### src/hw/iwdt_pkg.sv
// What this block does
// - Index port selects a register; the port above it reads or writes it.
// - Two successive key bytes on the index port unlock; locked accesses are ignored.
// - Writing 08 to index 07 selects the watchdog register set.
// - Writing 01 to index 30 enables the watchdog; disabled after reset.
// - Bit 3 of index F5 picks seconds (0, default) or minutes (1).
// - Index F6 holds the timeout count; 0 stops, 01..FF give 1..255 units.
// - Any write to the count register reloads and restarts the counter.
// - Expiry without reload raises the timeout action.
// - A static strap chooses reset output or interrupt line 11.
// - Timeout interrupt is active low and stays low until the timer is reset.
// - Bit 4 of index F7 reads 1 once the watchdog has timed out.
// - Writing 1 to bit 5 of index F7 forces timeout; bit reads back 0.
// - Lock byte on the index port relocks until the next key pair.
package iwdt_pkg;
   // Port decode
   localparam logic [15:0] INDEX_PORT  = 16'h002e;
   localparam logic [15:0] DATA_PORT   = 16'h002f;
   localparam logic [7:0]  KEY_BYTE    = 8'h87;
   localparam logic [7:0]  LOCK_BYTE   = 8'haa;
   // Register indexes and values
   localparam logic [7:0]  REG_LDN     = 8'h07;
   localparam logic [7:0]  LDN_WDT     = 8'h08;
   localparam logic [7:0]  REG_ACT     = 8'h30;
   localparam logic [7:0]  ACT_ON      = 8'h01;
   localparam logic [7:0]  REG_UNIT    = 8'hf5;
   localparam int          UNIT_BIT    = 3;
   localparam logic [7:0]  REG_COUNT   = 8'hf6;
   localparam logic [7:0]  COUNT_RST   = 8'h00;
   localparam logic [7:0]  REG_CTRL    = 8'hf7;
   localparam int          STAT_BIT    = 4;
   localparam int          FORCE_BIT   = 5;
   localparam logic [7:0]  IDLE_READ   = 8'hff;
   // Interrupt line number served by the low-active output
   localparam int          IRQ_LINE    = 11;
   // Strap level that routes the action to the interrupt
   localparam logic        STRAP_IRQ   = 1'b0;
   // Timing
   localparam int          CLK_PERIOD_NS = 10;
   localparam int          SEC_NS        = 1000000000;
   localparam int          SEC_CYCLES    = SEC_NS / CLK_PERIOD_NS;
   localparam int          SEC_PER_MIN   = 60;

   typedef struct packed {
      logic       keySeen;
      logic       unlocked;
      logic [7:0] index;
      logic [7:0] ldn;
      logic       active;
      logic       unitMin;
      logic [7:0] count;
      logic       expired;
      logic [7:0] rdData;
      logic       irqN;
      logic       rstOut;
   } iwdt_state_s;
endpackage

### src/hw/iwdt_tick_if.sv
`timescale 1ns/1ps
interface iwdt_tick_if;
   logic restart;
   logic secTick;
   logic minTick;
   modport gen (input restart, output secTick, output minTick);
   modport user (output restart, input secTick, input minTick);
endinterface

### src/hw/iwdt_tick_gen.sv
`timescale 1ns/1ps
module iwdt_tick_gen #(
   parameter int CYCLES_PER_SEC = iwdt_pkg::SEC_CYCLES,
   parameter int SEC_PER_MIN    = iwdt_pkg::SEC_PER_MIN
) (
   // Clock and reset
   input wire logic sys_clk,
   input wire logic resetn,
   // Ticks towards the counter
   iwdt_tick_if.gen tick
);
   localparam int CW = $clog2(CYCLES_PER_SEC);
   localparam int MW = $clog2(SEC_PER_MIN);

   typedef struct packed {
      logic [CW-1:0] cyc;
      logic [MW-1:0] sec;
      logic          secTick;
      logic          minTick;
   } iwdt_tick_s;

   iwdt_tick_s st_r;
   iwdt_tick_s st_nxt;

   initial begin
      if (CYCLES_PER_SEC < 2 || SEC_PER_MIN < 2) begin
         $error("iwdt_tick_gen: prescale counts must be at least 2");
      end
   end

   // Prescaler chain; restart realigns both ticks to the reload
   always_comb begin
      st_nxt = st_r;
      st_nxt.secTick = 1'b0;
      st_nxt.minTick = 1'b0;
      if (tick.restart) begin
         st_nxt.cyc = '0;
         st_nxt.sec = '0;
      end else if (st_r.cyc == CW'(CYCLES_PER_SEC - 1)) begin
         st_nxt.cyc = '0;
         st_nxt.secTick = 1'b1;
         if (st_r.sec == MW'(SEC_PER_MIN - 1)) begin
            st_nxt.sec = '0;
            st_nxt.minTick = 1'b1;
         end else begin
            st_nxt.sec = st_r.sec + MW'(1);
         end
      end else begin
         st_nxt.cyc = st_r.cyc + CW'(1);
      end
   end

   // State register
   always_ff @(posedge sys_clk or negedge resetn) begin
      if (!resetn) begin
         st_r <= '0;
      end else begin
         st_r <= st_nxt;
      end
   end

   assign tick.secTick = st_r.secTick;
   assign tick.minTick = st_r.minTick;
endmodule

### src/hw/iwdt_watchdog.sv
`timescale 1ns/1ps
module iwdt_watchdog #(
   parameter int CYCLES_PER_SEC = iwdt_pkg::SEC_CYCLES,
   parameter int SEC_PER_MIN    = iwdt_pkg::SEC_PER_MIN
) (
   // Clock and reset
   input  wire logic        sys_clk,
   input  wire logic        resetn,
   // Host I/O cycles
   input  wire logic [15:0] ioAddr,
   input  wire logic        ioWr,
   input  wire logic        ioRd,
   input  wire logic [7:0]  ioWrData,
   output logic      [7:0]  ioRdData,
   // Board strap
   input  wire logic        timeoutActionStrap,
   // Timeout action
   output logic             wdtIrqN,
   output logic             wdtResetOut
);
   iwdt_pkg::iwdt_state_s st_r;
   iwdt_pkg::iwdt_state_s st_nxt;
   iwdt_tick_if           tick ();

   logic wrIdx;
   logic wrDat;
   logic rdDat;
   logic wdtSel;
   logic unitTick;
   logic countWrite;
   logic ctrlForce;

   iwdt_tick_gen #(
      .CYCLES_PER_SEC (CYCLES_PER_SEC),
      .SEC_PER_MIN    (SEC_PER_MIN)
   ) u_tick (
      .sys_clk (sys_clk),
      .resetn  (resetn),
      .tick    (tick)
   );

   // Port decode and qualified accesses
   assign wrIdx      = ioWr && (ioAddr == iwdt_pkg::INDEX_PORT);
   assign wrDat      = ioWr && (ioAddr == iwdt_pkg::DATA_PORT) && st_r.unlocked;
   assign rdDat      = ioRd && (ioAddr == iwdt_pkg::DATA_PORT);
   assign wdtSel     = (st_r.ldn == iwdt_pkg::LDN_WDT);
   assign unitTick   = st_r.unitMin ? tick.minTick : tick.secTick;
   assign countWrite = wrDat && wdtSel && (st_r.index == iwdt_pkg::REG_COUNT);
   assign ctrlForce  = wrDat && wdtSel && (st_r.index == iwdt_pkg::REG_CTRL) && ioWrData[iwdt_pkg::FORCE_BIT];
   assign tick.restart = countWrite;

   // Next state: unlock, index, registers, countdown, action
   always_comb begin
      st_nxt = st_r;
      // Index port: key pair, lock byte, register select
      if (wrIdx) begin
         if (!st_r.unlocked) begin
            st_nxt.keySeen  = (ioWrData == iwdt_pkg::KEY_BYTE);
            st_nxt.unlocked = st_r.keySeen && (ioWrData == iwdt_pkg::KEY_BYTE);
         end else if (ioWrData == iwdt_pkg::LOCK_BYTE) begin
            st_nxt.unlocked = 1'b0;
            st_nxt.keySeen  = 1'b0;
         end else begin
            st_nxt.index = ioWrData;
         end
      end
      // Countdown once per selected tick; frozen at zero or once expired
      if (st_r.active && !st_r.expired && st_r.count != 8'h00 && unitTick) begin
         st_nxt.count = st_r.count - 8'h01;
         if (st_r.count == 8'h01) begin
            st_nxt.expired = 1'b1;
         end
      end
      // Data port writes
      if (wrDat) begin
         if (st_r.index == iwdt_pkg::REG_LDN) begin
            st_nxt.ldn = ioWrData;
         end else if (wdtSel) begin
            case (st_r.index)
               iwdt_pkg::REG_ACT:   st_nxt.active = (ioWrData == iwdt_pkg::ACT_ON);
               iwdt_pkg::REG_UNIT:  st_nxt.unitMin = ioWrData[iwdt_pkg::UNIT_BIT];
               iwdt_pkg::REG_COUNT: begin
                  st_nxt.count   = ioWrData;
                  st_nxt.expired = 1'b0;
               end
               default: ;
            endcase
         end
      end
      // Forced timeout wins over a reload in the same cycle
      if (ctrlForce) begin
         st_nxt.expired = 1'b1;
      end
      // Data port reads; locked or unmapped reads float high
      if (rdDat) begin
         st_nxt.rdData = iwdt_pkg::IDLE_READ;
         if (st_r.unlocked) begin
            if (st_r.index == iwdt_pkg::REG_LDN) begin
               st_nxt.rdData = st_r.ldn;
            end else if (wdtSel) begin
               case (st_r.index)
                  iwdt_pkg::REG_ACT:   st_nxt.rdData = {7'h00, st_r.active};
                  iwdt_pkg::REG_UNIT:  st_nxt.rdData = 8'(st_r.unitMin) << iwdt_pkg::UNIT_BIT;
                  iwdt_pkg::REG_COUNT: st_nxt.rdData = st_r.count;
                  iwdt_pkg::REG_CTRL:  st_nxt.rdData = 8'(st_r.expired) << iwdt_pkg::STAT_BIT;
                  default:             st_nxt.rdData = iwdt_pkg::IDLE_READ;
               endcase
            end
         end
      end
      // Action routed by the strap, registered with the flag
      st_nxt.irqN   = !(st_nxt.expired && timeoutActionStrap == iwdt_pkg::STRAP_IRQ);
      st_nxt.rstOut = st_nxt.expired && timeoutActionStrap != iwdt_pkg::STRAP_IRQ;
   end

   // State register
   always_ff @(posedge sys_clk or negedge resetn) begin
      if (!resetn) begin
         st_r <= '{keySeen: 1'b0, unlocked: 1'b0, index: 8'h00, ldn: 8'h00, active: 1'b0,
                   unitMin: 1'b0, count: iwdt_pkg::COUNT_RST, expired: 1'b0, rdData: 8'h00,
                   irqN: 1'b1, rstOut: 1'b0};
      end else begin
         st_r <= st_nxt;
      end
   end

   assign ioRdData    = st_r.rdData;
   assign wdtIrqN     = st_r.irqN;
   assign wdtResetOut = st_r.rstOut;
endmodule

### config.mk
export PLATFORM = sky130hd
export DESIGN_NAME = iwdt_watchdog
export DESIGN_NICKNAME = d
export VERILOG_FILES = /design/src/hw/iwdt_pkg.sv /design/src/hw/iwdt_tick_if.sv /design/src/hw/iwdt_tick_gen.sv /design/src/hw/iwdt_watchdog.sv
export SDC_FILE = /design/constraint.sdc
export NUM_CORES = 1
export LEC_CHECK = 0
export ABC_AREA = 1
export BUFFER_PORTS_ARGS = -buffer_cell sky130_fd_sc_hd__buf_2
export CAP_MARGIN = 5
export CORE_MARGIN = 3
export CORE_UTILIZATION = 45
export CTS_CLUSTER_SIZE = 20
export DETAILED_ROUTE_END_ITERATION = 12
export PLACE_DENSITY = 0.66
export SYNTH_ARGS = -nofsm -noshare
export SYNTH_HDL_FRONTEND = slang
export SYNTH_SLANG_ARGS = --single-unit
### constraint.sdc
create_clock -name sys_clk -period 1.84 [get_ports sys_clk]
set_input_delay 0.092 -clock sys_clk [delete_from_list [all_inputs] [get_ports sys_clk]]
set_output_delay 0.092 -clock sys_clk [all_outputs]
set_load 0.03 [all_outputs]
Yosys cells after proc, flatten, opt, wreduce, memory -nomap -nowiden --
Cells that the tools add are included.
Word-level totals: input bits 29, register bits 74
Operators by class: eq/ne operators 15, bitwise operators 3, multiplexer cells 20, $add $sub $neg 3, reduce and logical (&&, ||, !) cells 23
Operator list (count):
- $mux 9 | 5
- $eq 8x8->1 const B | 5
- $mux 33 | 1
- $eq 16x6->1 const B | 2
- $mux 8 | 4
- $pmux 8 s4 | 1
- $add 27x1->27 const B | 1
- $eq 27x27->1 const B | 1
- $mux 27 | 1
- $eq 8x1->1 const B | 2
- $logic_and 1x1->1 | 14
- $eq 8x3->1 const B | 1
- $eq 8x4->1 const B | 1
- $eq 8x6->1 const B | 1
- $reduce_and 4->1 | 2
- $reduce_bool 8->1 | 1
- $sub 8x1->8 const B | 1
- $add 6x1->6 const B | 1
- $eq 6x6->1 const B | 1
- $mux 2 | 3
- $mux 6 | 1
- $mux 1 | 4
- $reduce_and 2->1 | 2
- $not 1->1 | 3
- other kinds (4) | 5

Logic depth before layout (Yosys ltp) --
Gate-level depths: netlist (run 1).
depth in word-level cells 12, mapped depth 12, gate-level depth less buffers 11

Modules after synthesis --
From an unflattened synthesis (run 1), not the netlist that was laid out.
Unflattened totals: cell total of the unflattened synthesis 681, area total of the unflattened synthesis 4742.0 µm²
Modules (own cells, without submodules):
- iwdt_watchdog | seq. area each 977.2 µm², area each 2612.5 µm², times used 1, cells each 366
- iwdt_tick_gen | seq. area each 875.8 µm², area each 2129.5 µm², times used 1, cells each 315

Worst setup path before layout (run 1) --
No wires, ideal clock.
kind register to register, from reg u_tick.st_r[8] (netlist name), to reg u_tick.st_r[13] (netlist name), arrival 1.468 ns, buffers on the path 1, path slack 0.252 ns, required time 1.720 ns, cell stages (with the launch flop) 8, setup time 0.120 ns, path through dfrtp_1 > ha_1 > nand3_2 > nor3_4 > nand3_2 > nand2_4 > buf_6 > nor2_1
RTL lines:
- start: declaration | RTL line iwdt_tick_gen.sv:22 | iwdt_tick_s st_r;
- start signal: assignment | RTL line iwdt_tick_gen.sv:58 | st_r <= st_nxt;

==> results.sh, run 1 <==
export IMPL_outcome="finished, final reports clean"
export IMPL_hp_class="in -> reg"
export IMPL_syn_nets=708
export IMPL_synth_area_um2=4698
export IMPL_drtAntennaViolNets=0
export IMPL_dieHeight_um=108.2
export IMPL_p_switching_uw=690.2
export IMPL_cts_tree="yes"
export IMPL_required_ps=2100
export IMPL_gp_congestion=0.9367
export IMPL_vias=4455
export IMPL_yosysTopAreaCell="dfrtp_1"
export IMPL_ir_worst_vdd_uv=266.2
export IMPL_finalHoldViolCount=0
export IMPL_grt_usage_pct=21.71
export IMPL_drive_gt1_share_pct=13.13
export IMPL_p_total_uw=3148
export IMPL_cts_made_buffers=9
export IMPL_area_delta_synth_final_pct=14.43
export IMPL_cp_arrival_ps=1960
export IMPL_maxSlewHeadroom_pct=73.79
export IMPL_cts_root_buf="clkbuf_8"
export IMPL_ys_types=36
export IMPL_synth_area_leaders="dfrtp_1 (39%), nand2_1 (15%), nor2_1 (8.7%), nand3_1 (7.5%), inv_1 (7.0%)"
export IMPL_drc=0
export IMPL_cts_buffer_depth=2
export IMPL_power_frac_comb_pct=3.5
export IMPL_start_util_pct=47.20
export IMPL_max_freq_ghz=0.5853
export IMPL_first_pass_iters=5
export IMPL_dp_hpwl_um=9094
export IMPL_drt_iter0_drc=409
export IMPL_core_area_um2=9955
export IMPL_post_place_ws_ps=91.20
export IMPL_p_clk_share_pct=44.8
export IMPL_yosysSeqAreaShare_pct=39.44
export IMPL_r2r_cells=7
export IMPL_hold_path_cell_count=3
export IMPL_p_sw_share_pct=21.92
export IMPL_pin_count=39
export IMPL_multi_input_comb_area_um2=2451
export IMPL_p_leak_uw=0.002573
export IMPL_register_area_um2=1853
export IMPL_synth_cells=674
export IMPL_grt_max_degree=48
export IMPL_grt_pass1_wl_um=20020
export IMPL_ys_seq_elements=74
export IMPL_wl_um=11990
export IMPL_fin_area_um2=5376
export IMPL_setup_viol=0
export IMPL_nets=760
export IMPL_grt_pass1_vias=4123
export IMPL_wl_per_cell_um=13.88
export IMPL_final_core_util_pct=54.01
export IMPL_p_seq_share_pct=51.6
export IMPL_cts_sinks=74
export IMPL_worstSetupPathType="reg -> reg"
export IMPL_clock_latency_ps=360
export IMPL_slew_violations=0
export IMPL_cts_htree_levels=3
export IMPL_drt_vias_per_instance=5.156
export IMPL_fp_row_count=36
export IMPL_hold_ws_ps=16.43
export IMPL_yosys_warnings=0
export IMPL_syn_area_per_cell_um2=6.971
export IMPL_reg2reg_slack_ps=130
export IMPL_power_density_nw_per_um2=585.6
export IMPL_endpoint_kind="flop"
export IMPL_synth_top_cell_area_share_pct=38.88
export IMPL_path_clk_slew_ps=80
export IMPL_period_minus_slack_ps=1709
export IMPL_critPathMaxFanout=16
export IMPL_start_kind="flop"
export IMPL_gr_total_overflow=0
export IMPL_die_w_um=108.2
export IMPL_fillerInstances=944
export IMPL_worstMarginPinSlew_ps=391.7
export IMPL_num_antenna_cells=0
export IMPL_setup_ws_ps=131.4
export IMPL_cell_internal_pwr_uw=2458
export IMPL_skew_ps=13.90
export IMPL_port_buffers=38
export IMPL_antenna_found_initial=0
export IMPL_place_area_um2=5074
export IMPL_die_area_um2=11700
export IMPL_maxCapViolations=0
export IMPL_finalCritPeriodShare_pct=92.86
[routing by layer]
layer | vias up | global-route usage (%) | share of wire, %
li1 | 2247 | - | -
met1 | 2062 | 32.15 | 48
met2 | 126 | 32.99 | 44
met3 | 20 | 3.164 | 5.7
met4 | 0 | 6.492 | 1.6
met5 | - | 0 | 0
[timing repair]
item | 4_1_cts | 5_1_grt
setup endpoints to repair | 0 | 40
buffers inserted | 0 | 1
endpoints found under the hold margin | 29 | 0
resized for setup | 0 | 8
hold buffers | 2 | 0
[kinds of logic (layout without fill, tap and decap cells)]
kind of cell               count (synthesis)  in the layout  share of synthesized area (%)
and+or+nand+nor                          425            426                          40.35
buffers and inverters                    105            161                          9.587
DFF                                       74             74                          39.44
AOI/OAI and AO/OA                         43             43                          5.193
xor gates and xnor gates                  22             22                          4.101
adders and majority gates                  5              5                          1.332
[state kept, by name, summed over array words and instances, names as in the netlist]
register / cells
wdtIrqN: 1
ioRdData: 8
u_tick.tick.minTick: 1
u_tick.st_r: 33
st_r: 29
wdtResetOut: 1
u_tick.tick.secTick: 1
[power groups by stage]
stage / registers, uW / clock network [uW] / logic [uW]
detailed placement: 1660 / 0 / 110
floorplan: 1660 / 0 / 22.4
finish: 1630 / 1410 / 111
global placement: 1660 / 0 / 107
global route: 1620 / 1500 / 126
CTS: 1620 / 1440 / 114
[final timing paths]
kind	to	start
max	u_tick.st_r[22]$_DFF_PN0_	u_tick.st_r[8]$_DFF_PN0_
min	st_r[18]$_DFF_PN0_	ioWrData[7]
max reg2reg	u_tick.st_r[22]$_DFF_PN0_	u_tick.st_r[8]$_DFF_PN0_
min reg2reg	st_r[38]$_DFFE_PN0P_	st_r[38]$_DFFE_PN0P_
max in group asynchronous	u_tick.st_r[12]$_DFF_PN0_	resetn
min in group asynchronous	ioRdData[2]$_DFFE_PN0P_	resetn
[per-stage QoR]
stage,setup TNS (ps),cells
finish,0,864
global route,-4.160,864
CTS,0,862
detailed placement,0,844
global placement,0,844
floorplan,0,674
[cells in the mapped netlist]
library cell and instances:
xnor2_1 6, o21ai_2 1, nor2_8 1, inv_1 87, nor2_4 2, o21a_1 1, o21ai_0 15, nor3_2 1
nand2_1 182, nor3_1 15, o21ai_1 10, dfstp_2 1, nand2_4 1, dfrtp_1 73, nand3b_1 1, ha_1 5
a21oi_1 6, nor3b_1 1, nand3_2 4, o21bai_1 3, nor2_1 109, buf_6 3, a21boi_0 5, buf_4 8
buf_2 3, a31oi_1 2, or2_2 2, nand3_4 1, xor2_1 16, nand4_1 27, nand2_2 3, nor2_2 3
nor3_4 1, nand3_1 70, and3_1 1, clkbuf_1 4
[cell type report]
class                           instances  area share (%)
Multi-Input combinational cell        496           45.59
Sequential cell                        74           34.47
Timing Repair Buffer                   58           6.702
Inverter                               87           6.074
Tap cell                              133           3.095
Clock buffer                           11           2.630
Clock inverter                          5           1.443
[cells in the final DEF (no fill, tap or decap), types with 10 or more instances in the layout]
| cell | count |
|---|---|
| xor2_1 | 16 |
| buf_4 | 18 |
| nor3_1 | 15 |
| nand4_1 | 27 |
| nor2_1 | 108 |
| o21ai_1 | 10 |
| nand2_1 | 181 |
| o21ai_0 | 15 |
| clkbuf_8 | 10 |
| dfrtp_1 | 73 |
| buf_2 | 37 |
| nand3_1 | 70 |
| inv_1 | 87 |
[critical path, cell delays in order (launching register included)]
cell and delay [ps]:
dfrtp_1 440, ha_4 190, nand3_4 110, nor3_4 250, buf_4 160, nand3_4 170, nand2_8 200, nor2_1 70
Note: power is estimated with default switching activity, not from simulation.
==> run 2: changes to the inputs <==
--- a/config.mk
+++ b/config.mk
@@ -8,11 +8,13 @@
 export ABC_AREA = 1
 export BUFFER_PORTS_ARGS = -buffer_cell sky130_fd_sc_hd__buf_2
 export CAP_MARGIN = 5
+export CELL_PAD_IN_SITES_DETAIL_PLACEMENT = 0
+export CELL_PAD_IN_SITES_GLOBAL_PLACEMENT = 1
 export CORE_MARGIN = 3
-export CORE_UTILIZATION = 45
+export CORE_UTILIZATION = 44
 export CTS_CLUSTER_SIZE = 20
 export DETAILED_ROUTE_END_ITERATION = 12
-export PLACE_DENSITY = 0.66
+export PLACE_DENSITY = 0.84
 export SYNTH_ARGS = -nofsm -noshare
 export SYNTH_HDL_FRONTEND = slang
 export SYNTH_SLANG_ARGS = --single-unit
==> run 2 against run 1 <==
Sequential share of layout area increased by 0.64 points. Sequential power is essentially flat. Core utilization down 3.1 points. Total power down 11%. Final cell count grew 0.12%. Combinational power about the same. Critical endpoint is now u_tick.st_r[26]$_DFF_PN0_. Largest cell class unchanged. Largest power group unchanged.
==> results.sh, run 2 (synthesis results as in run 1) <==
export IMPL_grt_max_degree=39
export IMPL_maxCapViolations=0
export IMPL_cts_buffer_depth=2
export IMPL_finalHoldViolCount=0
export IMPL_place_area_um2=5077
export IMPL_dieHeight_um=109.3
export IMPL_dp_cells=847
export IMPL_grt_usage_pct=21.02
export IMPL_port_buffers=38
export IMPL_area_delta_synth_final_pct=12.36
export IMPL_fin_area_um2=5279
export IMPL_reg2reg_to="u_tick.st_r[26]$_DFF_PN0_"
export IMPL_p_leak_uw=0.002536
export IMPL_hold_path_cell_count=3
export IMPL_cp_arrival_ps=1970
export IMPL_clock_latency_ps=350
export IMPL_hp_start="ioWrData[0]"
export IMPL_cts_tree="yes"
export IMPL_cts_root_buf="clkbuf_8"
export IMPL_cts_sinks=74
export IMPL_power_frac_comb_pct=4.0
export IMPL_gr_total_overflow=0
export IMPL_ir_worst_vdd_uv=375.9
export IMPL_pin_count=39
export IMPL_grt_pass1_vias=3879
export IMPL_max_stage_delay_ps=390
export IMPL_rsz0062_at_grt="true"
export IMPL_drt_iter0_drc=351
export IMPL_slew_violations=0
export IMPL_maxSlewHeadroom_pct=66.72
export IMPL_post_place_ws_ps=111.1
export IMPL_grt_pass1_wl_um=19420
export IMPL_power_density_nw_per_um2=532.7
export IMPL_required_ps=2080
export IMPL_max_freq_ghz=0.5777
export IMPL_nets=759
export IMPL_timing_setup_tns_ps=0
export IMPL_worstMarginPinSlew_ps=499.2
export IMPL_final_cells=865
export IMPL_p_seq_share_pct=57.8
export IMPL_path_delay_family="simple AND/OR/NAND/NOR gates"
export IMPL_first_pass_iters=5
export IMPL_p_clk_share_pct=38.2
export IMPL_p_switching_uw=669.9
export IMPL_cts_made_buffers=9
export IMPL_die_area_um2=11950
export IMPL_largest_register="u_tick.st_r"
export IMPL_hp_class="in -> reg"
export IMPL_setup_ws_ps=109.1
export IMPL_drtAntennaViolNets=0
export IMPL_cp_slowest_cell="dfrtp_1"
export IMPL_final_cell_mix="nand2_1 (181), nor2_1 (108), inv_1 (87)"
export IMPL_worstSetupPathType="reg -> reg"
export IMPL_crit_buf_inv=0
export IMPL_antenna_found_initial=0
export IMPL_largest_reg_flops=33
export IMPL_drive_gt1_share_pct=12.35
export IMPL_crit_path_frequent_cell="nand3_2"
export IMPL_endpoint_kind="flop"
export IMPL_final_common_cell="nand2_1"
export IMPL_start_kind="flop"
export IMPL_gp_congestion=0.9142
export IMPL_cts_htree_levels=3
export IMPL_skew_ps=11.43
export IMPL_finalCritPeriodShare_pct=94.07
export IMPL_worst_hold_path_endpoint="st_r[11]$_DFF_PN0_"
export IMPL_p_sw_share_pct=23.82
export IMPL_period_minus_slack_ps=1731
export IMPL_critPathMaxFanout=16
export IMPL_start_util_pct=45.31
export IMPL_drt_vias_per_instance=5.018
export IMPL_r2r_start="u_tick.st_r[8]$_DFF_PN0_"
export IMPL_drc=0
export IMPL_r2r_cells=6
export IMPL_setup_viol=0
export IMPL_core_area_um2=10370
export IMPL_reg2reg_slack_ps=110
export IMPL_wl_um=11780
export IMPL_wl_per_cell_um=13.62
export IMPL_num_antenna_cells=0
export IMPL_cell_internal_pwr_uw=2142
export IMPL_dp_hpwl_um=9096
export IMPL_final_core_util_pct=50.90
export IMPL_crit_chain="ha_1 > nand3_2 > nor3_4 > nand3_2 > nand2_8 > a21oi_1"
export IMPL_outcome="finished, final reports clean"
export IMPL_fp_row_count=37
export IMPL_vias=4341
export IMPL_path_clk_slew_ps=70
export IMPL_die_w_um=109.3
-- run 2: worst register-to-register path, delay by kind of cell, from the launching register on --
family | cells | cell delay [ps]
AO/OA/AOI/OAI | 1 | 70
adder cells (fa/ha/maj) | 1 | 230
flip-flops | 1 | 390
AND/OR/NAND/NOR | 4 | 930
-- run 2: area by class of cell --
class,count,area [um^2]
Multi-Input combinational cell,495,2414
Tap cell,136,170.2
Inverter,87,326.6
Clock buffer,12,135.1
Sequential cell,74,1853
Timing Repair Buffer,58,362.8
Clock inverter,3,17.52
Fill cell,1049,5091
-- run 2: worst max path at each step --
stage / startpoint / end / slack [ps] / cells after the start
global route: u_tick.st_r[8]$_DFF_PN0_ / u_tick.st_r[30]$_DFF_PN0_ / -20 / 6
detailed placement: st_r[11]$_DFF_PN0_ / st_r[15]$_DFF_PN0_ / 110 / 9
finish: u_tick.st_r[8]$_DFF_PN0_ / u_tick.st_r[26]$_DFF_PN0_ / 110 / 6
global placement: st_r[11]$_DFF_PN0_ / st_r[15]$_DFF_PN0_ / 120 / 9
CTS: st_r[11]$_DFF_PN0_ / st_r[15]$_DFF_PN0_ / 110 / 9
floorplan: u_tick.st_r[8]$_DFF_PN0_ / u_tick.st_r[13]$_DFF_PN0_ / 250 / 7
-- run 2: per-stage QoR --
step	power (uW)	hold slack, ps
2_1_floorplan	1680	-203.6
3_3_place_gp	1765	83.83
3_5_place_dp	1767	97.31
4_1_cts	2851	24.45
5_1_grt	2938	49.35
6_report	2812	38.46
-- run 2: power groups by stage --
| stage | registers [uW] | clock network (uW) | logic (uW) |
|---|---|---|---|
| finish | 1630 | 1080 | 112 |
| CTS | 1620 | 1110 | 116 |
| global route | 1620 | 1180 | 129 |
| floorplan | 1660 | 0 | 22.4 |
| detailed placement | 1660 | 0 | 110 |
| global placement | 1660 | 0 | 108 |
-- run 2: what timing repair did --
action,CTS,global route
buffers inserted,0,0
hold buffers,3,0
resized for setup,0,4
setup endpoints to repair,0,22
hold endpoints to repair,38,0
-- run 2: metal layers --
metal	GRT usage, %	part of all wire (%)	up-vias
met4	7.569	1.8	0
met3	2.819	6.6	13
li1	-	-	2234
met1	33.45	51	1959
met2	28.77	41	135
met5	0	0	-
==> run 3: changes to the inputs <==
--- a/config.mk
+++ b/config.mk
@@ -15,6 +15,7 @@
 export CTS_CLUSTER_SIZE = 20
 export DETAILED_ROUTE_END_ITERATION = 12
 export PLACE_DENSITY = 0.84
+export REMOVE_ABC_BUFFERS = 1
 export SYNTH_ARGS = -nofsm -noshare
 export SYNTH_HDL_FRONTEND = slang
 export SYNTH_SLANG_ARGS = --single-unit
==> constraint.sdc (replaced) <==
create_clock -name sys_clk -period 1.9 [get_ports sys_clk]
set_input_delay 0.095 -clock sys_clk [delete_from_list [all_inputs] [get_ports sys_clk]]
set_output_delay 0.095 -clock sys_clk [all_outputs]
set_load 0.03 [all_outputs]
==> run 3 against run 2 <==
Clock-buffer cell count down 3. Clock skew down 2.1 ps. Via count up 1.2%. Cell area up 2.4%. Highest routed layer unchanged. Hold slack worse by 9.5 ps. Sequential share of layout area down 0.82 points. Largest cell class unchanged. Critical endpoint is now u_tick.st_r[18]$_DFF_PN0_. Final cell count down 0.23%. Critical path depth down 1. Largest power group is now clock. Maximum frequency down 2.7%.
==> results.sh, run 3 (synthesis results as in run 1) <==
export IMPL_outcome="finished, final reports clean"
export IMPL_dp_hpwl_um=9078
export IMPL_cts_buffer_depth=2
export IMPL_maxCapViolations=0
export IMPL_final_cell_mix="nand2_1 (181), nor2_1 (108), inv_1 (87)"
export IMPL_route_met2_wl_um=5078
export IMPL_grt_pass1_wl_um=20080
export IMPL_fillerInstances=1055
export IMPL_start_kind="flop"
export IMPL_ir_worst_vdd_uv=371.1
export IMPL_drt_vias_per_instance=5.092
export IMPL_antenna_found_initial=0
export IMPL_required_ps=2170
export IMPL_vias=4394
export IMPL_rsz0062_at_grt="false"
export IMPL_met3_length_um=534
export IMPL_hold_path_cell_count=3
export IMPL_cts_htree_levels=3
export IMPL_maxSlewHeadroom_pct=58.70
export IMPL_drc=0
export IMPL_cp_arrival_ps=2050
export IMPL_gr_total_overflow=0
export IMPL_hold_ws_ps=28.93
export IMPL_skew_ps=9.290
export IMPL_first_pass_iters=5
export IMPL_pin_count=39
export IMPL_topRoutingLayerUsed="met4"
export IMPL_timing_setup_tns_ps=0
export IMPL_max_stage_delay_ps=480
export IMPL_port_buffers=38
export IMPL_endpoint_kind="flop"
export IMPL_nets=756
export IMPL_die_w_um=109.3
export IMPL_period_minus_slack_ps=1778
export IMPL_final_core_util_pct=52.12
export IMPL_cts_made_buffers=9
export IMPL_r2r_cells=5
export IMPL_endpoint="u_tick.st_r[18]$_DFF_PN0_"
export IMPL_grt_usage_pct=21.45
export IMPL_power_density_nw_per_um2=636.8
export IMPL_place_area_um2=5055
export IMPL_fin_area_um2=5405
export IMPL_cts_tree="yes"
export IMPL_r2r_start="u_tick.st_r[16]$_DFF_PN0_"
export IMPL_area_delta_synth_final_pct=15.05
export IMPL_crit_chain="nand2_1 > nor3_1 > and3_1 > nor2_1 > nor3_1"
export IMPL_drive_gt1_share_pct=12.65
export IMPL_wl_um=12020
export IMPL_crit_path_frequent_cell="nor3_1"
export IMPL_drt_iter0_drc=359
export IMPL_gp_congestion=0.9199
export IMPL_slew_violations=0
export IMPL_hp_class="in -> reg"
export IMPL_finalHoldViolCount=0
export IMPL_clock_latency_ps=360
export IMPL_grt_max_degree=46
export IMPL_startpoint="u_tick.st_r[16]$_DFF_PN0_"
export IMPL_critPathMaxFanout=5
export IMPL_largest_register="u_tick.st_r"
export IMPL_path_clk_slew_ps=80
export IMPL_cts_setup_buffers=0
export IMPL_finalCritPeriodShare_pct=93.59
export IMPL_die_area_um2=11950
export IMPL_cp_slowest_cell="nor3_1"
export IMPL_core_area_um2=10370
export IMPL_final_cells=863
export IMPL_wl_met1_um=6306
export IMPL_max_freq_ghz=0.5624
export IMPL_dieHeight_um=109.3
export IMPL_reg2reg_to="u_tick.st_r[18]$_DFF_PN0_"
export IMPL_reg2reg_slack_ps=120
export IMPL_setup_viol=0
export IMPL_worstSetupPathType="reg -> reg"
export IMPL_cts_root_buf="clkbuf_8"
export IMPL_worstMarginPinSlew_ps=619.4
export IMPL_dp_cells=844
export IMPL_fp_row_count=37
export IMPL_final_common_cell="nand2_1"
export IMPL_cts_sinks=74
export IMPL_start_util_pct=45.31
export IMPL_grt_pass1_vias=4055
export IMPL_p_leak_uw=0.002580
export IMPL_num_antenna_cells=0
export IMPL_largest_reg_flops=33
export IMPL_drtAntennaViolNets=0
export IMPL_wl_per_cell_um=13.92
## run 3: area by class of cell
cell class	instances	area (um^2)	share of cell area, %
sequential	74	1853	34.28
tap	136	170.2	3.148
clock inverter	7	165.2	3.056
multi-input combinational	495	2426	44.88
inverter	87	326.6	6.042
clock buffer	9	123.9	2.292
timing repair buffer	55	340.3	6.296
## run 3: per-stage QoR
step	setup WS [ps]	total power [uW]
final	121.9	3442
after global routing	19.14	3542
after CTS	125.2	3478
after detailed placement	132.7	1713
after global placement	125.2	1711
after floorplan	97.20	1627
## run 3: worst min path at each step
stage / start / to / slack (ps)
5_1_grt: ioWrData[3] / st_r[19]$_DFFE_PN0P_ / 50
2_1_floorplan: resetn / ioRdData[0]$_DFFE_PN0P_ / -200
4_1_cts: ioWrData[3] / st_r[19]$_DFFE_PN0P_ / 20
6_report: ioWrData[3] / st_r[19]$_DFFE_PN0P_ / 30
3_3_place_gp: resetn / ioRdData[6]$_DFFE_PN0P_ / 150
3_5_place_dp: resetn / ioRdData[7]$_DFFE_PN0P_ / 160
## run 3: worst max-delay path, delay by kind of cell, from the launching register on
kind | cells | cell delay [ps]
DFF | 1 | 430
and+or+nand+nor | 5 | 1250
## run 3: what timing repair did
action | CTS | global route
setup endpoints to repair | 0 | 26
resized for setup | 0 | 6
hold buffers | 3 | 0
hold endpoints to repair | 46 | 0
## run 3: per-layer routing
metal	vias up	global-route usage [%]
li1	2233	-
met1	2059	33.93
met2	93	30.86
met3	9	2.995
met4	0	4.809
met5	-	0
## run 3: power breakdown
part / switching, uW / internal (uW)
sequential: 0.00936 / 1570
combinational: 73.7 / 36.5
clock: 621 / 1140
